<file path="src/design/sfrp_defines.svh">
`ifndef SFRP_DEFINES_SVH
`define SFRP_DEFINES_SVH
// Notes on behaviour
// RL1 - Dual read: address, dummy, data on two lines
// RL2 - Device read address increments, wraps to zero
// RL3 - Quad read: opcode, nibble address, six dummies
// RL4 - Chip select may end quad read anytime
// RL5 - Continuous form: mode byte, four dummy clocks
// RL6 - Complementary mode nibbles keep opcode-less frames
// RL7 - Non-complementary mode byte cancels continuous mode
// RL8 - Lone FFh frame forces continuous mode exit
// RL9 - Device ignores quad read while busy
// RL10 - Set burst: opcode plus one length byte
// RL11 - Burst length resets to code 00h
// RL12 - Quad command mode: bytes as two nibbles
// RL13 - Burst read: opcode, address, eight dummy clocks
// RL14 - Device wraps burst inside aligned window
// RL15 - Program needs write enable latch set
// RL16 - Program: opcode, address, data, select low
// RL17 - Program address wraps within its page
// RL18 - Device keeps last 256 program bytes
// RL19 - Raise select only on a byte boundary
// RL20 - Program cycle sets then clears busy flag
// RL21 - Protected pages are never programmed
// RL22 - Burst codes 01h-03h mean 16-64 bytes
// RL23 - Mode state reset; lines released when deselected

// Opcodes
`define SFRP_OP_DUAL_RD     8'hBB
`define SFRP_OP_QUAD_RD     8'hEB
`define SFRP_OP_SET_BURST   8'hC0
`define SFRP_OP_BURST_RD    8'h0C
`define SFRP_OP_PROG        8'h02
`define SFRP_OP_CONT_EXIT   8'hFF

// Frame field sizes in bits
`define SFRP_OPCODE_BITS    8'h08
`define SFRP_ADDR_BITS      8'h18

// Dummy clocks after address (or mode byte), and the clocks of the mode byte
`define SFRP_DUAL_DUMMY_CLK  8'h04
`define SFRP_QUAD_DUMMY_CLK  8'h06
`define SFRP_CONT_DUMMY_CLK  8'h04
`define SFRP_BURST_DUMMY_CLK 8'h08
`define SFRP_MODE_CLK        8'h02

// Reset values
`define SFRP_BURST_LEN_RST  8'h00

// Timing
`define SFRP_CORE_PERIOD_NS 4
`define SFRP_SCLK_HALF_NS   16
`define SFRP_SCLK_HALF_CYC  ((`SFRP_SCLK_HALF_NS + `SFRP_CORE_PERIOD_NS - 1) / `SFRP_CORE_PERIOD_NS)
`define SFRP_CS_IDLE_NS     40
`define SFRP_CS_IDLE_CYC    ((`SFRP_CS_IDLE_NS + `SFRP_CORE_PERIOD_NS - 1) / `SFRP_CORE_PERIOD_NS)

`endif

</file>
<file path="src/design/sfrp_pkg.sv">
`default_nettype none

package sfrp_pkg;

	// User commands
	typedef enum logic [3:0] {
		SFRP_CMD_DUAL_RD   = 4'h0,
		SFRP_CMD_QUAD_RD   = 4'h1,
		SFRP_CMD_QCONT_RD  = 4'h2,
		SFRP_CMD_CONT_EXIT = 4'h3,
		SFRP_CMD_SET_BURST = 4'h4,
		SFRP_CMD_BURST_RD  = 4'h5,
		SFRP_CMD_PROG      = 4'h6,
		SFRP_CMD_WRITE_EN  = 4'h7
	} sfrp_cmd_e;

	// Frame sequencer states
	typedef enum logic [2:0] {
		SFRP_ST_IDLE = 3'b000,
		SFRP_ST_LOAD = 3'b001,
		SFRP_ST_RUN  = 3'b010,
		SFRP_ST_HOLD = 3'b011,
		SFRP_ST_GAP  = 3'b100
	} sfrp_state_e;

	// Frame phases
	typedef enum logic [2:0] {
		SFRP_PH_OP    = 3'b000,
		SFRP_PH_ADDR  = 3'b001,
		SFRP_PH_MODE  = 3'b010,
		SFRP_PH_DUMMY = 3'b011,
		SFRP_PH_WR    = 3'b100,
		SFRP_PH_RD    = 3'b101,
		SFRP_PH_DONE  = 3'b110
	} sfrp_phase_e;

endpackage : sfrp_pkg

`default_nettype wire

</file>
<file path="src/design/sfrp_host.sv">
`timescale 1ns/1ns
`default_nettype none
`include "sfrp_defines.svh"

// Host-side serial flash controller: frames reads, burst set-up and page program
module sfrp_host import sfrp_pkg::*; #(
	parameter logic [7:0] WRITE_ENABLE_OPCODE = 8'h06
) (
	input  wire logic        core_clk_i,
	input  wire logic        reset_i,
	input  wire logic        cmd_valid_i,
	input  wire logic [3:0]  cmd_i,
	input  wire logic        quad_command_mode_i,
	input  wire logic [23:0] addr_i,
	input  wire logic [15:0] len_i,
	input  wire logic [7:0]  param_byte_i,
	input  wire logic        abort_i,
	input  wire logic [7:0]  wdata_i,
	input  wire logic        wdata_valid_i,
	input  wire logic [3:0]  dq_i,
	output var  logic        cmd_ready_o,
	output var  logic        wdata_ready_o,
	output var  logic [7:0]  rdata_o,
	output var  logic        rdata_valid_o,
	output var  logic        done_o,
	output var  logic        cont_mode_o,
	output var  logic [7:0]  burst_len_o,
	output var  logic        sclk_o,
	output var  logic        cs_n_o,
	output var  logic [3:0]  dq_o,
	output var  logic [3:0]  dq_oe_o
);

	localparam logic [7:0] HALF_M1 = 8'(`SFRP_SCLK_HALF_CYC - 1);
	localparam logic [7:0] GAP_M1  = 8'(`SFRP_CS_IDLE_CYC - 1);

	sfrp_state_e state;
	sfrp_phase_e ph;
	sfrp_phase_e next_ph;
	sfrp_cmd_e   cmd;
	logic        quad_cmd;
	logic [23:0] addr;
	logic [7:0]  pbyte;
	logic [15:0] byte_left;
	logic [15:0] fetch_left;
	logic        endless;
	logic [7:0]  div_cnt;
	logic [7:0]  clk_left;
	logic [31:0] tx_sr;
	logic [7:0]  rx_sr;
	logic [3:0]  rx_cnt;
	logic [7:0]  wbuf;
	logic        have;
	logic [3:0]  dq_s;
	logic [2:0]  cur_l;
	logic [31:0] ld_tx;
	logic [31:0] sh_tx;
	logic [7:0]  ld_clks;
	logic        drive;
	logic [7:0]  rx_next;
	logic        rx_full;
	logic        wr_stall;
	logic        tick;
	logic        fin;
	logic        take;
	logic        next_have;
	logic [15:0] next_fetch;

	// Line sampling through two flops before any decision reads it
	sfrp_sync #(.WIDTH(4)) u_dq_sync (
		.core_clk_i (core_clk_i),
		.reset_i    (reset_i),
		.async_i    (dq_i),
		.sync_o     (dq_s)
	);

	function automatic logic [7:0] opcode_of(input sfrp_cmd_e c);
		case (c)
			SFRP_CMD_DUAL_RD:                    return `SFRP_OP_DUAL_RD;
			SFRP_CMD_QUAD_RD, SFRP_CMD_QCONT_RD: return `SFRP_OP_QUAD_RD;
			SFRP_CMD_SET_BURST:                  return `SFRP_OP_SET_BURST;
			SFRP_CMD_BURST_RD:                   return `SFRP_OP_BURST_RD;
			SFRP_CMD_PROG:                       return `SFRP_OP_PROG;
			SFRP_CMD_WRITE_EN:                   return WRITE_ENABLE_OPCODE;
			default:                             return `SFRP_OP_CONT_EXIT;
		endcase
	endfunction : opcode_of

	// Lines per clock: opcode follows quad command mode, dual and quad read fields follow the command, all other fields follow quad command mode
	function automatic logic [2:0] lanes_of(input sfrp_cmd_e c, input sfrp_phase_e p,
		input logic q);
		if (p == SFRP_PH_OP)
			return q ? 3'h4 : 3'h1;  // [RL12]
		if (c == SFRP_CMD_DUAL_RD)
			return 3'h2;  // [RL1]
		if (c == SFRP_CMD_QUAD_RD || c == SFRP_CMD_QCONT_RD)
			return 3'h4;  // [RL3]
		return q ? 3'h4 : 3'h1;  // [RL12]
	endfunction : lanes_of

	function automatic logic [7:0] clks_for(input logic [7:0] bits, input logic [2:0] l);
		case (l)
			3'h2:    return bits >> 1;
			3'h4:    return bits >> 2;
			default: return bits;
		endcase
	endfunction : clks_for

	function automatic logic [3:0] pins_of(input logic [31:0] t, input logic [2:0] l);
		case (l)
			3'h2:    return {2'h0, t[31:30]};
			3'h4:    return t[31:28];
			default: return {3'h0, t[31]};
		endcase
	endfunction : pins_of

	function automatic logic [3:0] mask_of(input logic [2:0] l);
		case (l)
			3'h2:    return 4'h3;
			3'h4:    return 4'hF;
			default: return 4'h1;
		endcase
	endfunction : mask_of

	// Phase order of each frame kind
	always_comb begin
		next_ph = SFRP_PH_DONE;
		unique case (ph)
			SFRP_PH_OP: begin
				if (cmd == SFRP_CMD_SET_BURST)
					next_ph = SFRP_PH_WR;  // [RL10]
				else if (cmd != SFRP_CMD_WRITE_EN && cmd != SFRP_CMD_CONT_EXIT)
					next_ph = SFRP_PH_ADDR;
			end
			SFRP_PH_ADDR: begin
				if (cmd == SFRP_CMD_QCONT_RD)
					next_ph = SFRP_PH_MODE;  // [RL5]
				else if (cmd == SFRP_CMD_PROG)
					next_ph = SFRP_PH_WR;  // [RL16]
				else
					next_ph = SFRP_PH_DUMMY;
			end
			SFRP_PH_MODE:  next_ph = SFRP_PH_DUMMY;
			SFRP_PH_DUMMY: next_ph = SFRP_PH_RD;
			default:       next_ph = SFRP_PH_DONE;
		endcase
	end

	// Shift word and clock count for the phase about to start
	always_comb begin
		cur_l    = lanes_of(cmd, ph, quad_cmd);
		ld_tx    = 32'h0000_0000;
		ld_clks  = clks_for(`SFRP_OPCODE_BITS, cur_l);
		drive    = 1'b0;
		wr_stall = (ph == SFRP_PH_WR) && (cmd == SFRP_CMD_PROG) && !have;
		unique case (ph)
			SFRP_PH_OP: begin
				ld_tx = {opcode_of(cmd), 24'h00_0000};
				drive = 1'b1;
			end
			SFRP_PH_ADDR: begin
				ld_tx   = {addr, 8'h00};
				ld_clks = clks_for(`SFRP_ADDR_BITS, cur_l);
				drive   = 1'b1;
			end
			SFRP_PH_MODE: begin
				ld_tx   = {pbyte, 24'h00_0000};
				ld_clks = `SFRP_MODE_CLK;  // [RL5]
				drive   = 1'b1;
			end
			SFRP_PH_DUMMY: begin
				case (cmd)
					SFRP_CMD_DUAL_RD:  ld_clks = `SFRP_DUAL_DUMMY_CLK;
					SFRP_CMD_QUAD_RD:  ld_clks = `SFRP_QUAD_DUMMY_CLK;  // [RL3]
					SFRP_CMD_QCONT_RD: ld_clks = `SFRP_CONT_DUMMY_CLK;  // [RL5]
					default:           ld_clks = `SFRP_BURST_DUMMY_CLK;  // [RL13]
				endcase
			end
			SFRP_PH_WR: begin
				ld_tx = {(cmd == SFRP_CMD_SET_BURST) ? pbyte : wbuf, 24'h00_0000};
				drive = 1'b1;
			end
			SFRP_PH_RD, SFRP_PH_DONE: ld_clks = clks_for(`SFRP_OPCODE_BITS, cur_l);
			default: ld_clks = 8'h01;
		endcase
		// Most significant bits leave first, so the upper nibble goes before the lower
		case (cur_l)
			3'h2:    sh_tx = {tx_sr[29:0], 2'h0};
			3'h4:    sh_tx = {tx_sr[27:0], 4'h0};  // [RL12]
			default: sh_tx = {tx_sr[30:0], 1'h0};
		endcase
	end

	// Read byte assembly from the synchronised lines
	always_comb begin
		case (cur_l)
			3'h2:    rx_next = {rx_sr[5:0], dq_s[1:0]};
			3'h4:    rx_next = {rx_sr[3:0], dq_s[3:0]};
			default: rx_next = {rx_sr[6:0], dq_s[1]};
		endcase
		rx_full = (rx_cnt + {1'b0, cur_l}) == 4'h8;
	end

	assign tick = (state == SFRP_ST_RUN) && (div_cnt == HALF_M1);
	assign fin  = (state == SFRP_ST_HOLD) && (div_cnt == HALF_M1);

	// Frame sequencer; the serial clock is divided down here, so it is no second domain
	always_ff @(posedge core_clk_i or posedge reset_i) begin
		if (reset_i) begin
			state <= SFRP_ST_IDLE;
			ph <= SFRP_PH_OP;
			cmd <= SFRP_CMD_WRITE_EN;
			quad_cmd <= 1'b0;
			addr <= 24'h00_0000;
			pbyte <= 8'h00;
			byte_left <= 16'h0001;
			endless <= 1'b0;
			div_cnt <= 8'h00;
			clk_left <= 8'h01;
			tx_sr <= 32'h0000_0000;
			rx_sr <= 8'h00;
			rx_cnt <= 4'h0;
			cmd_ready_o <= 1'b1;
			rdata_o <= 8'h00;
			rdata_valid_o <= 1'b0;
			done_o <= 1'b0;
			sclk_o <= 1'b0;
			cs_n_o <= 1'b1;
			dq_o <= 4'h0;
			dq_oe_o <= 4'h0;
		end else begin
			rdata_valid_o <= 1'b0;
			done_o <= 1'b0;
			unique case (state)
				SFRP_ST_IDLE: begin
					if (cmd_valid_i) begin
						cmd <= sfrp_cmd_e'(cmd_i);
						quad_cmd <= quad_command_mode_i;
						addr <= addr_i;
						pbyte <= param_byte_i;
						byte_left <= (len_i == 16'h0000 || cmd_i == SFRP_CMD_SET_BURST) ?
							16'h0001 : len_i;
						endless <= (len_i == 16'h0000) && (cmd_i == SFRP_CMD_DUAL_RD ||
							cmd_i == SFRP_CMD_QUAD_RD || cmd_i == SFRP_CMD_QCONT_RD ||
							cmd_i == SFRP_CMD_BURST_RD);
						// Continuous mode skips the opcode on the next continuous read frame
						ph <= (cmd_i == SFRP_CMD_QCONT_RD && cont_mode_o) ?
							SFRP_PH_ADDR : SFRP_PH_OP;
						cs_n_o <= 1'b0;
						cmd_ready_o <= 1'b0;
						div_cnt <= 8'h00;
						state <= SFRP_ST_LOAD;
					end
				end
				SFRP_ST_LOAD: begin
					// A program frame waits here with the clock low until data arrives
					if (!wr_stall) begin
						tx_sr <= ld_tx;
						clk_left <= ld_clks;
						dq_o <= pins_of(ld_tx, cur_l);
						dq_oe_o <= drive ? mask_of(cur_l) : 4'h0;  // [RL1] [RL3]
						rx_cnt <= 4'h0;
						state <= SFRP_ST_RUN;
					end
				end
				SFRP_ST_RUN: begin
					div_cnt <= tick ? 8'h00 : div_cnt + 8'h01;
					if (tick && !sclk_o) begin
						// Rising edge: the device's data has had a half period to settle
						sclk_o <= 1'b1;
						if (ph == SFRP_PH_RD) begin
							rx_sr <= rx_next;
							rx_cnt <= rx_full ? 4'h0 : rx_cnt + {1'b0, cur_l};
							if (rx_full) begin
								rdata_o <= rx_next;
								rdata_valid_o <= 1'b1;
							end
						end
					end else if (tick) begin
						// Falling edge: next bits go out
						sclk_o <= 1'b0;
						if (ph == SFRP_PH_RD && abort_i) begin
							ph <= SFRP_PH_DONE;  // [RL4]
							dq_oe_o <= 4'h0;
							state <= SFRP_ST_HOLD;
						end else if (clk_left != 8'h01) begin
							clk_left <= clk_left - 8'h01;
							tx_sr <= sh_tx;
							dq_o <= pins_of(sh_tx, cur_l);
						end else if ((ph == SFRP_PH_WR || ph == SFRP_PH_RD) &&
							(endless || byte_left != 16'h0001)) begin
							if (!endless)
								byte_left <= byte_left - 16'h0001;
							state <= SFRP_ST_LOAD;
						end else begin
							// Only whole bytes end a frame, except a read frame cut by abort_i
							ph <= next_ph;  // [RL19]
							if (next_ph == SFRP_PH_DONE) begin
								dq_oe_o <= 4'h0;
								state <= SFRP_ST_HOLD;
							end else begin
								state <= SFRP_ST_LOAD;
							end
						end
					end
				end
				SFRP_ST_HOLD: begin
					div_cnt <= fin ? 8'h00 : div_cnt + 8'h01;
					if (fin) begin
						cs_n_o <= 1'b1;  // [RL4] [RL19]
						done_o <= 1'b1;
						state <= SFRP_ST_GAP;
					end
				end
				SFRP_ST_GAP: begin
					div_cnt <= div_cnt + 8'h01;
					if (div_cnt == GAP_M1) begin
						div_cnt <= 8'h00;
						cmd_ready_o <= 1'b1;
						state <= SFRP_ST_IDLE;
					end
				end
				default: state <= SFRP_ST_IDLE;
			endcase
		end
	end

	// Single-byte program data holding stage; back-pressure via wdata_ready_o
	assign take       = wdata_valid_i && wdata_ready_o;
	assign next_have  = take | (have & ~((state == SFRP_ST_LOAD) && wr_stall == 1'b0 &&
		ph == SFRP_PH_WR && cmd == SFRP_CMD_PROG));
	assign next_fetch = take ? fetch_left - 16'h0001 : fetch_left;

	always_ff @(posedge core_clk_i or posedge reset_i) begin
		if (reset_i) begin
			wbuf <= 8'h00;
			have <= 1'b0;
			fetch_left <= 16'h0000;
			wdata_ready_o <= 1'b0;
		end else begin
			if (take)
				wbuf <= wdata_i;
			have <= next_have;
			if (state == SFRP_ST_IDLE && cmd_valid_i)
				fetch_left <= (cmd_i != SFRP_CMD_PROG) ? 16'h0000 :
					(len_i == 16'h0000) ? 16'h0001 : len_i;
			else
				fetch_left <= next_fetch;
			wdata_ready_o <= !next_have && next_fetch != 16'h0000 &&
				state != SFRP_ST_IDLE;
		end
	end

	// Host mirror of continuous mode and burst length
	always_ff @(posedge core_clk_i or posedge reset_i) begin
		if (reset_i) begin
			cont_mode_o <= 1'b0;
			burst_len_o <= `SFRP_BURST_LEN_RST;
		end else if (done_o) begin
			if (cmd == SFRP_CMD_QCONT_RD)
				cont_mode_o <= pbyte[7:4] == ~pbyte[3:0];
			else if (cmd == SFRP_CMD_CONT_EXIT)
				cont_mode_o <= 1'b0;  // [RL8]
			if (cmd == SFRP_CMD_SET_BURST)
				burst_len_o <= pbyte;  // [RL10]
		end
	end

	// Helper for assertions: a phase has just been loaded
	logic just_loaded;
	always_ff @(posedge core_clk_i or posedge reset_i) begin
		if (reset_i)
			just_loaded <= 1'b0;
		else
			just_loaded <= (state == SFRP_ST_LOAD) && !wr_stall;
	end
endmodule : sfrp_host

`default_nettype wire

</file>
<file path="src/design/sfrp_sync.sv">
`timescale 1ns/1ns
`default_nettype none

// Two-stage synchroniser for pin inputs
module sfrp_sync #(
	parameter int WIDTH = 4
) (
	input  wire logic             core_clk_i,
	input  wire logic             reset_i,
	input  wire logic [WIDTH-1:0] async_i,
	output var  logic [WIDTH-1:0] sync_o
);

	logic [WIDTH-1:0] meta;

	// First stage feeds only the second
	always_ff @(posedge core_clk_i or posedge reset_i) begin
		if (reset_i) begin
			meta   <= '0;
			sync_o <= '0;
		end else begin
			meta   <= async_i;
			sync_o <= meta;
		end
	end

endmodule : sfrp_sync

`default_nettype wire

</file>
<file path="config.mk">
export PLATFORM = sky130hd
export DESIGN_NAME = sfrp_host
export DESIGN_NICKNAME = d
export VERILOG_FILES = /design/src/design/sfrp_pkg.sv /design/src/design/sfrp_host.sv /design/src/design/sfrp_sync.sv
export VERILOG_INCLUDE_DIRS = /design/src /design/src/design
export SDC_FILE = /design/constraint.sdc
export NUM_CORES = 1
export LEC_CHECK = 0
export CAP_MARGIN = 10
export CORE_MARGIN = 4
export CORE_UTILIZATION = 55
export DETAILED_ROUTE_END_ITERATION = 10
export DONT_BUFFER_PORTS = 1
export PLACE_DENSITY = 0.7
export RECOVER_POWER = 100
export SETUP_SLACK_MARGIN = 0.1
export SYNTH_ARGS = -nofsm -noshare
export SYNTH_HDL_FRONTEND = slang
export SYNTH_SLANG_ARGS = --single-unit
</file>
<file path="constraint.sdc">
create_clock -name core_clk_i -period 6.4 [get_ports core_clk_i]
set_input_delay 0.32 -clock core_clk_i [delete_from_list [all_inputs] [get_ports core_clk_i]]
set_output_delay 0.32 -clock core_clk_i [all_outputs]
set_load 0.02 [all_outputs]
</file>
======== Word-level counts from Yosys, hierarchy flattened ========
Cells that the tools add are included.
storage, ports and cells
  bits in registers ....................... 182
  logic and storage cells ................. 263
operators by class
  $add $sub $neg .......................... 5
  equal/unequal tests ..................... 49
  muxes and demuxes ....................... 115
  bitwise operators ....................... 5
  reduce and logical (&&, ||, !) cells .... 60
operators with widths
  kind                                                                      count
  16-bit two-way mux                                                        12
  31-bit two-way mux                                                        5
  32-bit case mux with 4 select lines                                       1
  8-bit two-way mux                                                         10
  3-bit two-way mux                                                         25
  4-bit two-way mux                                                         17
  32-bit case mux with 2 select lines                                       1
  4-bit case mux with 2 select lines                                        8
  8-bit case mux with 4 select lines                                        2
  31-bit case mux with 2 select lines                                       1
  8-bit case mux with 6 select lines                                        1
  16-bit case mux with 2 select lines                                       1
  8-bit case mux with 2 select lines                                        2
  16-bit by 1-bit subtractor with 16-bit output, second input constant      2
  4-bit by 3-bit == test with 1-bit output, second input constant           6
  1-bit two-way mux                                                         21
  3-bit == test, second input constant                                      6
  2-bit inequality test, second input constant                              9
  1-bit logical AND                                                         17
  16-bit logical NOT                                                        1
  16-bit by 1-bit inequality test with 1-bit output, second input constant  1
  16-bit nonzero test                                                       1
  3-bit by 2-bit == test with 1-bit output, second input constant           5
  3-bit case mux with 5 select lines                                        1
  40 further kinds                                                          78

======== Longest topological paths before layout ========
Gate-level depths: netlist of run 1.
  depth after elaboration ................. 16
  depth in mapped cells ................... 14
  depth with buffers taken out ............ 10

======== By module ========
From an unflattened synthesis of run 1, not the netlist that was laid out.
second synthesis, totals
  cell total of the unflattened synthesis .. 1046
  area, all modules ....................... 9355.2 um^2
by module, submodules not included
  module     times used  cells an instance  area each (um^2)
  sfrp_host  1           1037               9151.3
  sfrp_sync  1           9                  203.9

======== Least setup slack after synthesis of run 1 ========
Ideal clock, no wire load.
  path kind ............................... register to register
  start point ............................. register cmd[1]
  end point ............................... register rdata_o[2]
  library setup time ...................... 0.131 ns
  data arrival time ....................... 3.130 ns
  data required time ...................... 6.269 ns
  slack ................................... 3.139 ns
  cell stages (with the launch flop) ...... 15
  cell sequence ........................... dfstp_2 -> clkbuf_1 -> a211o_1 -> o21a_1 -> buf_2 -> buf_1 -> ha_1 -> inv_1 -> fa_1 -> xor2_1 -> and3b_1 -> nand3_1 -> clkbuf_1 -> nand2_1 -> o21ai_0
on the way
  cells in the longest elaborated chain, start to end .. 11
RTL lines
  what                                                                                                         RTL line          RTL
  from (decl)                                                                                                  sfrp_host.sv:40   sfrp_cmd_e cmd;
  from (signal assigned)                                                                                       sfrp_host.sv:237  cmd <= sfrp_cmd_e'(cmd_i);
  4-bit by 1-bit == test with 1-bit output / 4-bit by 2-bit == test with 1-bit output (equally long branches)  sfrp_host.sv:96   if (c == SFRP_CMD_QUAD_RD || c == SFRP_CMD_QCONT_RD)
  1-bit logical OR                                                                                             sfrp_host.sv:96
  1-bit two-way mux (2 in series)                                                                              sfrp_host.sv:96
  1-bit two-way mux                                                                                            sfrp_host.sv:94   if (c == SFRP_CMD_DUAL_RD)
  3-bit two-way mux                                                                                            sfrp_host.sv:98   return q ? 3'h4 : 3'h1;
  3-bit two-way mux *                                                                                          sfrp_host.sv:96
  3-bit two-way mux *                                                                                          sfrp_host.sv:94
  4-bit by 3-bit adder with 4-bit output                                                                       sfrp_host.sv:201  rx_full = (rx_cnt + {1'b0, cur_l}) == 4'h8;
  4-bit == test                                                                                                sfrp_host.sv:201
  4-bit AND reduction (no source line)                                                                         -
  to (signal assigned)                                                                                         sfrp_host.sv:275  rdata_o <= rx_next;
  to (decl)                                                                                                    sfrp_host.sv:23   output var logic [7:0] rdata_o,
Mark *: on every way between the ends. The rest lies on a longest branch, timed or not. The select of a mux whose other input is x is not followed.
A chain may end at the register's enable or synchronous reset.

======== Worst setup path in the final report of run 1 ========
  start point ............................. register state[1]
  end point ............................... register tx_sr[20]
on the way
  cells in the longest elaborated chain, start to end .. 5
RTL lines
  what                                      RTL line                            RTL
  from (decl)                               sfrp_host.sv:37                     sfrp_state_e state;
  from (signal assigned)                    sfrp_host.sv:210                    state <= SFRP_ST_IDLE;
  from (signal assigned)                    sfrp_host.sv:252                    state <= SFRP_ST_LOAD;
  from (signal assigned)                    sfrp_host.sv:263                    state <= SFRP_ST_RUN;
  3-bit by 2-bit == test with 1-bit output  sfrp_host.sv:204, sfrp_host.sv:234
  1-bit logical AND                         sfrp_host.sv:204                    assign tick = (state == SFRP_ST_RUN) && (div_cnt == HALF_M1);
  1-bit logical AND                         sfrp_host.sv:268                    if (tick && !sclk_o) begin
  2-bit inequality test (no source line)    -
  6-bit AND reduction (no source line)      -
  to (signal assigned)                      sfrp_host.sv:258                    tx_sr <= ld_tx;
  to (signal assigned)                      sfrp_host.sv:288                    tx_sr <= sh_tx;
  to (decl)                                 sfrp_host.sv:49                     logic [31:0] tx_sr;
Parallel ways exist; a longest one is shown, timed or not.

==> summary.txt, run 1 <==
Final Hold Viols = 0
hold slack = 0.0136 ns
row count = 47
number of synthesized flops with an enable pin = 0
sw frac = 40.2%
top post-synthesis cells by area = dfrtp_1 (44%), mux2_2 (5.0%), o21ai_0 (4.2%), nand2_1 (4.2%), a21oi_1 (3.8%)
reg2reg end = tx_sr[20]
FF-to-FF path depth = 7
Max-slew headroom = -176%
Power, Total = 4.58 mW
cts bufs inserted = 17
Iteration-0 DRC Markers = 872
clock network fraction of design power = 22.5%
Final setup viols = 0
Sink Count = 173
Flop pwr share = 41.1%
RD Place Congestion = 0.887
Final Cell Area = 10,200 sq um
mean post-synth cell area = 9.44 sq um
fin nets = 1,054
WL per Instance = 19.2 microns
H-tree Lvls = 4
worst endpoint data arrival time = 4.70 ns
Syn Nets = 1,077
DR vias/cell = 6.27
hold wc startpoint = len_i[15]
first-pass GRT wire length = 38,500 microns
Placed Cells = 1,151
Worst-path clk slew = 0.07 ns
wire length on met1 = 10,600 microns
clk_lat worst skew = 0.44 ns
skew final = 0.0133 ns
Die H = 139 microns
reg2reg start = state[1]
largest net degree at the start of global routing = 94
unrepaired setup endpoints after global routing = false
Starting Density = 56.5%
failing checks = max-capacitance violations, max-slew violations
cell type with the highest aggregate area in the netlist = dfrtp_1
top cells by count, synth = dfrtp_1 (166), nand2_1 (104), nor2_1 (87), o21ai_0 (78), a21oi_1 (71)
highest clock rate = 228 MHz
Internal = 2.74 mW
Die ar. = 19,300 sq um
Worst Path Required = 6.72 ns
post-route setup slack = 2.01 ns
Synth Flop Type = dfrtp_1
Power Dens Cells = 450 nW/um^2
status = finished, violations left
Worst setup EP type = flop
via count = 7,566
post_cts resized = 0
crit-path max FO = 23
share of cells above drive strength 1 = 9.84%
DR top layer = met4
FFs w/ async S/R, synth = 100%
Seq cells post-synth = 173
Top Ports = 101
reg2reg setup slack = 2.01 ns
CTS max path bufs = 2
crit path kind = flop to flop
grt total ovfl = 0
Tot GR Track Use = 24.3%
metal2 WL = 10,600 microns
Area after DPL = 9450 sq um
DR DRC count = 0
Setup Total Neg Slack = 0 ns
max-cap violation count = 4
Synth cell types = 79
Net Switching = 1.84 mW
worst setup path startpoint = state[1]
Tightest Pin Transition = 4.12 ns
most frequent cell after synthesis = dfrtp_1
sequential share of the synthesized area = 46.1%
vias in the first global route = 7,127
WHS Endpoint = fetch_left[15]
CTS tree = yes
clock root buffer = clkbuf_16
IO buf count = 0
WL final = 23,200 microns
Post-Syn Area = 9400 sq um
share of Yosys cell area claimed by the top area cell type = 44.2%
initial antenna violation count = 0
worst hold path class = input port to flop
Mapped Cells = 996
Tmin final = 4.39 ns
post-layout util = 61.2%
Yosys warning count = 0
Max VDD drop = 0.234 mV
DRT antenna net count = 0
Core Area = 16,600 sq um
Place WS = 2.16 ns
combinational share of power = 36.4%
DR WL met3 = 1680 microns
drt pass-1 iters = 6
P&R area growth vs syn = 8.37%
DIE WIDTH = 139 microns
detailed placer's ending HPWL = 15,900 microns
final max-slew violation count = 198
Tcrit/Tclk final = 68.6%
Critical Path Source Type = flop
Hold Path Depth = 2
number of diodes = 0
leakage = 4.20 nW
fillcell total = 1,441
final std cells w/o fill = 1,206
[cell usage in the layout (no fill, tap or decap), types with 18 or more instances in the layout]
| cell | count |
|---|---|
| mux2i_1 | 26 |
| a21oi_1 | 72 |
| nor2_1 | 86 |
| dlygate4sd3_1 | 23 |
| mux2_2 | 42 |
| dfrtp_1 | 166 |
| o21ai_0 | 80 |
| xnor2_1 | 18 |
| nand2_1 | 104 |
| nor3_1 | 28 |
| nand3_1 | 18 |
| inv_1 | 23 |
[layout make-up]
| cell class | count | area, sq um | share of cell area [%] |
|---|---|---|---|
| Multi-Input combinational cell | 727 | 4630 | 45.5 |
| Sequential cell | 173 | 4340 | 42.6 |
| Clock buffer | 19 | 453 | 4.44 |
| Tap cell | 220 | 275 | 2.70 |
| Timing Repair Buffer | 30 | 272 | 2.66 |
| Clock inverter | 13 | 129 | 1.26 |
| Inverter | 24 | 91.3 | 0.896 |
[power groups by stage]
stage / Clock, mW / Combinational [mW] / Sequential [mW]
after floorplan: 0 / 1.48 / 1.69
after global placement: 0 / 1.63 / 1.89
after detailed placement: 0 / 1.66 / 1.90
after CTS: 1.05 / 1.68 / 1.88
after global routing: 1.10 / 1.87 / 1.94
final: 1.03 / 1.67 / 1.88
[layer usage]
layer	up-vias	global-route usage, %
li1	3594	-
met1	3650	34.6
met2	285	36.7
met3	37	6.38
met4	0	7.31
met5	-	0
[logic make-up (layout without fill, tap and decap cells)]
family                   Yosys count  after routing  share of synthesized area, %
XOR/XNOR                          27             27                          2.51
AND/OR/NAND/NOR                  327            327                          17.3
flip-flops                       173            173                          46.1
AO/OA/AOI/OAI                    290            290                          19.8
multiplexers                      72             72                          8.40
buffers and inverters             96             86                          4.28
adder cells (fa/ha/maj)           11             11                          1.54
[registers in the layout (all words and copies together) (netlist names), 3 cells and up]
register / count
u_dq_sync.meta: 4
addr: 24
dq_oe_o: 3
div_cnt: 8
clk_left: 8
tx_sr: 23
ph: 3
wbuf: 8
cmd: 4
byte_left: 16
burst_len_o: 8
pbyte: 8
dq_o: 4
state: 3
rdata_o: 8
fetch_left: 16
u_dq_sync.sync_o: 4
rx_sr: 7
rx_cnt: 4
[worst max path at each step]
stage / depth (start not counted) / endpoint / slack, ns
4_1_cts: 11 / rdata_o[6] / 2.15
6_report: 7 / tx_sr[20] / 2.01
3_5_place_dp: 11 / rdata_o[6] / 2.16
5_1_grt: 7 / tx_sr[15] / 1.65
3_3_place_gp: 11 / rdata_o[2] / 2.25
2_1_floorplan: 1 / addr[0] / 1.40
[repair_timing]
| action | in CTS | in global routing |
|---|---|---|
| setup endpoints to repair | 0 | 0 |
| hold buffers | 23 | 0 |
| hold endpoints to repair | 107 | 0 |
| setup buffers | 0 | 0 |
[worst max-delay path: stages (launching register included)]
cell	delay (ns)
dfrtp_1	0.67
inv_1	0.43
nor3_1	0.92
clkbuf_1	0.93
nor2_1	0.17
and2_0	0.59
a221oi_1	0.48
nor2_1	0.07
(Power assumes the default switching activity.)
==> run 2: changes to the inputs <==
ABC_AREA = 1   (was default)
clock period = 4.6 ns   (was 6.4 ns; I/O delays follow)
==> summary.txt, run 2 <==
status = finished, violations left
failing checks = max-capacitance violations, max-slew violations
DIE WIDTH = 143 microns
clock root buffer = clkbuf_16
Top Ports = 101
WL final = 24,200 microns
Max-slew headroom = -57.1%
Critical Path Source Type = flop
Die H = 143 microns
cell type with the highest aggregate area in the netlist = dfrtp_1
CTS tree = yes
Mapped Cells = 1,261
worst hold path class = input port to flop
Syn Nets = 1,342
clock network fraction of design power = 37.6%
Tcrit/Tclk final = 80.0%
combinational share of power = 14.5%
share of cells above drive strength 1 = 7.89%
mean post-synth cell area = 7.89 sq um
Place WS = 1.42 ns
top post-synthesis cells by area = dfrtp_1 (42%), nand2_1 (14%), inv_1 (5.1%), o21ai_0 (4.8%), nor2_1 (3.4%)
number of synthesized flops with an enable pin = 0
Final setup viols = 0
most common cell after layout, fill and taps aside = nand2_1
Tmin final = 3.68 ns
DR vias/cell = 5.52
Final Hold Viols = 0
final std cells w/o fill = 1,530
Critical Path Stages = 16
DR DRC count = 0
CTS max path bufs = 2
row count = 48
delay-heaviest family, CP = simple AND/OR/NAND/NOR gates
worst endpoint data arrival time = 4.05 ns
skew final = 0.00956 ns
DRT antenna net count = 0
detailed placer's ending HPWL = 16,800 microns
Worst-path clk slew = 0.07 ns
Setup Total Neg Slack = 0 ns
FF-to-FF path depth = 16
Iteration-0 DRC Markers = 697
FFs w/ async S/R, synth = 100%
max-cap violation count = 2
via count = 8,439
final max-slew violation count = 187
CP cell instances = nor2_1, nand2_1, o21ai_4, buf_4, nand2_4, inv_1, ha_1, a21oi_1, nand2_1, xor2_1, inv_1, nor2_1, nand3_1, inv_1, nand2_1, nand2_1
crit-path max FO = 34
highest clock rate = 272 MHz
drt pass-1 iters = 5
Post-Syn Area = 9950 sq um
number of diodes = 0
Crit path buffers/inverters = 4
Seq cells post-synth = 173
P&R area growth vs syn = 8.49%
number of flip-flops in the largest register = 24
post-route setup slack = 0.918 ns
first-pass GRT wire length = 40,800 microns
IO buf count = 0
Net Switching = 1.07 mW
share of Yosys cell area claimed by the top area cell type = 41.8%
H-tree Lvls = 4
top cells by count, synth = nand2_1 (364), dfrtp_1 (166), inv_1 (136), o21ai_0 (96), nor2_1 (90)
Core Area = 17,500 sq um
Max VDD drop = 0.420 mV
vias in the first global route = 8,154
Yosys warning count = 0
grt total ovfl = 0
clk_lat worst skew = 0.43 ns
Power Dens Cells = 336 nW/um^2
Sink Count = 173
Hold Path Depth = 2
RD Place Congestion = 0.861
hold slack = 0.00550 ns
Worst setup EP type = flop
Crit-path slowest cell = dfrtp_1
Synth cell types = 61
fin nets = 1,374
sw frac = 29.4%
Most common cell on crit path = nand2_1
crit path kind = flop to flop
most frequent cells in the layout = nand2_1 (369), dfrtp_1 (166), inv_1 (138)
unrepaired setup endpoints after global routing = false
register bank with the most flops = addr
Starting Density = 56.7%
largest net degree at the start of global routing = 174
Tightest Pin Transition = 2.36 ns
post-CTS setup buffers = 0
initial antenna violation count = 0
Internal = 2.56 mW
Synth Flop Type = dfrtp_1
Flop pwr share = 47.8%
Die ar. = 20,300 sq um
most frequent cell after synthesis = nand2_1
cts bufs inserted = 17
Placed Cells = 1,446
Largest regs = addr (24), tx_sr (23)
leakage = 5.06 nW
Worst Path Required = 4.97 ns
WL per Instance = 15.8 microns
Tot GR Track Use = 24.8%
sequential share of the synthesized area = 43.6%
Worst path max stage delay = 0.40 ns
[run 2: cell count changes after synthesis, moves of 18 or more]
| cell | previous run | this run |
|---|---|---|
| o221ai_1 | 0 | 18 |
| nand2_1 | 104 | 364 |
| nor2_4 | 0 | 25 |
| clkbuf_1 | 45 | 14 |
| nand3_1 | 18 | 63 |
| a21oi_1 | 71 | 45 |
| o21ai_0 | 78 | 96 |
| mux2_2 | 42 | 0 |
| mux2i_1 | 26 | 1 |
| inv_1 | 24 | 136 |
[run 2: cell families after synthesis]
kind of cell / synth area share (%)
mux: 0.101
compound gates: 16.3
fa+ha+maj: 1.46
buf+inv: 9.02
simple gates: 27.9
flops: 43.6
xor+xnor: 1.67
[run 2: worst paths after layout]
check,slack [ns],from,to
max,0.92,cmd[3],rdata_o[5]
min,0.006,len_i[11],fetch_left[11]
max reg2reg,0.92,cmd[3],rdata_o[5]
min reg2reg,0.35,u_dq_sync.meta[0],u_dq_sync.sync_o[0]
max in group asynchronous,1.99,reset_i,rx_sr[4]
min in group asynchronous,1.17,reset_i,burst_len_o[1]
[run 2: area by class of cell]
| cell class | instances | area (sq um) |
|---|---|---|
| fillers | 1600 | 6740 |
| well taps | 225 | 282 |
| flip-flops and latches | 173 | 4340 |
| clock inverters | 11 | 85.1 |
| inverters | 155 | 603 |
| repair buffers | 58 | 564 |
| clock buffers | 20 | 457 |
| multi-input cells | 888 | 4470 |
[run 2: power by group through the flow]
| stage | registers, mW | logic, mW | clock network, mW |
|---|---|---|---|
| floorplan | 1.74 | 0.394 | 0 |
| global placement | 1.76 | 0.479 | 0 |
| detailed placement | 1.76 | 0.490 | 0 |
| CTS | 1.73 | 0.529 | 1.37 |
| global route | 1.75 | 0.619 | 1.44 |
| finish | 1.73 | 0.526 | 1.36 |
[run 2: per-stage QoR]
stage / utilization [%] / total power, mW / instance area (sq um)
5_1_grt: 61.6 / 3.81 / 10800
6_report: 61.6 / 3.62 / 10800
3_5_place_dp: 56.9 / 2.25 / 9990
3_3_place_gp: 56.9 / 2.24 / 9990
2_1_floorplan: - / 2.13 / 9950
4_1_cts: 62.9 / 3.63 / 11000
[run 2: layer usage]
| metal | global-route usage (%) | share of wire (%) |
|---|---|---|
| met1 | 33.9 | 46 |
| met5 | 0 | 0 |
| met3 | 4.30 | 4.4 |
| met2 | 39.8 | 47 |
| met4 | 9.20 | 2.9 |
[run 2: what timing repair did]
item                      CTS  global route
hold buffers               51             2
resized for setup           0             0
hold endpoints to repair   51            12
==> run 3: changes to the inputs <==
ABC_AREA = 0   (was 1)
PLACE_DENSITY = 0.73   (was 0.7)
clock period = 3.2 ns   (was 4.6 ns; I/O delays follow)
==> summary.txt, run 3 (synthesized netlist as in run 1, its figures left out) <==
max-cap violation count = 1
initial antenna violation count = 0
reg2reg setup slack = 0.26 ns
crit-path max FO = 32
first-pass GRT wire length = 40,100 microns
vias in the first global route = 7,681
WL final = 24,500 microns
Worst setup EP type = flop
Setup Total Neg Slack = 0 ns
Core Area = 16,600 sq um
cts bufs inserted = 17
Max VDD drop = 0.489 mV
CTS max path bufs = 2
row count = 47
Power Dens Cells = 871 nW/um^2
Crit-path slowest cell = clkbuf_1
highest clock rate = 340 MHz
Critical Path Source Type = flop
CTS tree = yes
final max-slew violation count = 33
Worst-path clk slew = 0.07 ns
P&R area growth vs syn = 15.5%
Tmin final = 2.94 ns
Sink Count = 173
status = finished, violations left
grt total ovfl = 0
most common cell after layout, fill and taps aside = dfrtp_1
Die H = 139 microns
clk_lat worst skew = 0.44 ns
post-CTS setup buffers = 0
Worst Path Required = 3.52 ns
worst endpoint data arrival time = 3.26 ns
Hold Path Depth = 4
drt pass-1 iters = 7
DIE WIDTH = 139 microns
detailed placer's ending HPWL = 16,700 microns
Tcrit/Tclk final = 92.0%
DRT antenna net count = 0
post-layout util = 65.3%
Tot GR Track Use = 25.4%
crit path kind = flop to flop
leakage = 4.51 nW
skew final = 0.0109 ns
via count = 7,930
Crit path buffers/inverters = 2
hold wc startpoint = len_i[0]
register bank with the most flops = addr
Tightest Pin Transition = 1.62 ns
Final setup viols = 0
Top Ports = 101
delay-heaviest family, CP = buffers and inverters
IO buf count = 0
CP cell instances = clkbuf_2, nor2_1, nand2_1, nor2_4, clkbuf_1, mux2_2
share of cells above drive strength 1 = 11.8%
FF-to-FF path depth = 6
Max-slew headroom = -8.06%
reg2reg end = pbyte[6]
fin nets = 1,125
RD Place Congestion = 0.896
DR vias/cell = 6.21
Starting Density = 56.5%
WHS Endpoint = byte_left[0]
failing checks = max-capacitance violations, max-slew violations
clock root buffer = clkbuf_16
unrepaired setup endpoints after global routing = false
number of diodes = 0
WL per Instance = 19.2 microns
Final Hold Viols = 0
Largest regs = addr (24), tx_sr (23)
reg2reg start = state[1]
Die ar. = 19,300 sq um
DR DRC count = 0
Worst path max stage delay = 1.18 ns
number of flip-flops in the largest register = 24
worst hold path class = input port to flop
most frequent cells in the layout = dfrtp_1 (166), nand2_1 (104), nor2_1 (85)
Iteration-0 DRC Markers = 794
largest net degree at the start of global routing = 106
H-tree Lvls = 4
run 3: changes by cell type in the layout (fill, tap and decap cells not counted), moves of 16 or more:
| cell | delta |
|---|---|
| a21oi_1 | +26 |
| a21oi_2 | -16 |
| a22o_1 | +17 |
| buf_4 | +21 |
| inv_1 | -115 |
| mux2_2 | +41 |
| mux2i_1 | +25 |
| nand2_1 | -265 |
| nand3_1 | -48 |
| nor2_1 | -26 |
| o21ai_0 | -27 |
| o221ai_1 | -18 |
run 3: worst max path at each step:
stage	start	endpoint	slack, ns	cells past startpoint
final	state[1]	pbyte[6]	0.26	6
after global routing	state[1]	addr[21]	0.08	6
after floorplan	cmd[0]	rdata_o[2]	0.11	14
after CTS	cmd[1]	rdata_o[2]	0.21	10
after global placement	cmd[1]	rdata_o[5]	0.33	10
after detailed placement	cmd[1]	rdata_o[2]	0.24	10
run 3: worst register-to-register path: cells and delay by family, from the launching register on:
kind / cells / cell delay (ns)
DFF: 1 / 0.45
muxes: 1 / 0.47
buffers and inverters: 2 / 1.43
and+or+nand+nor: 3 / 0.50
run 3: metrics by stage:
step	std cells	area (sq um)	setup WS, ns	hold slack [ns]	total power [mW]
2_1_floorplan	996	9420	0.106	0.191	6.34
5_1_grt	1277	10900	0.0838	0.112	10.1
3_5_place_dp	1178	9670	0.238	0.129	7.28
4_1_cts	1277	10900	0.211	0.0660	9.49
6_report	1277	10900	0.257	0.0867	9.46
3_3_place_gp	1178	9670	0.331	0.125	7.19
run 3: cell type report:
type | instances | area (sq um)
multi-input cells | 727 | 4650
well taps | 220 | 275
inverters | 24 | 91.3
fillers | 1312 | 5780
flip-flops and latches | 173 | 4340
clock buffers | 17 | 425
clock inverters | 15 | 181
repair buffers | 101 | 898
run 3: timing repair:
action                     4_1_cts  5_1_grt
resized for setup                0        1
hold endpoints to repair       103        0
hold buffers                    67        0
setup endpoints to repair        0        8
run 3: where the power goes:
part | switching [mW] | internal, mW | leakage (nW)
Combinational | 2.09 | 1.60 | 2.04
Clock | 0.947 | 1.18 | 0.289
Sequential | 0.766 | 2.88 | 2.18
Total | 3.80 | 5.66 | 4.51
run 3: routing by layer:
layer,vias to the layer above,GRT usage (%),wire (microns)
li1,3739,-,-
met1,3881,35.0,10800
met2,277,40.8,11600
met3,33,5.38,1680
met4,0,7.31,362
met5,-,0,0
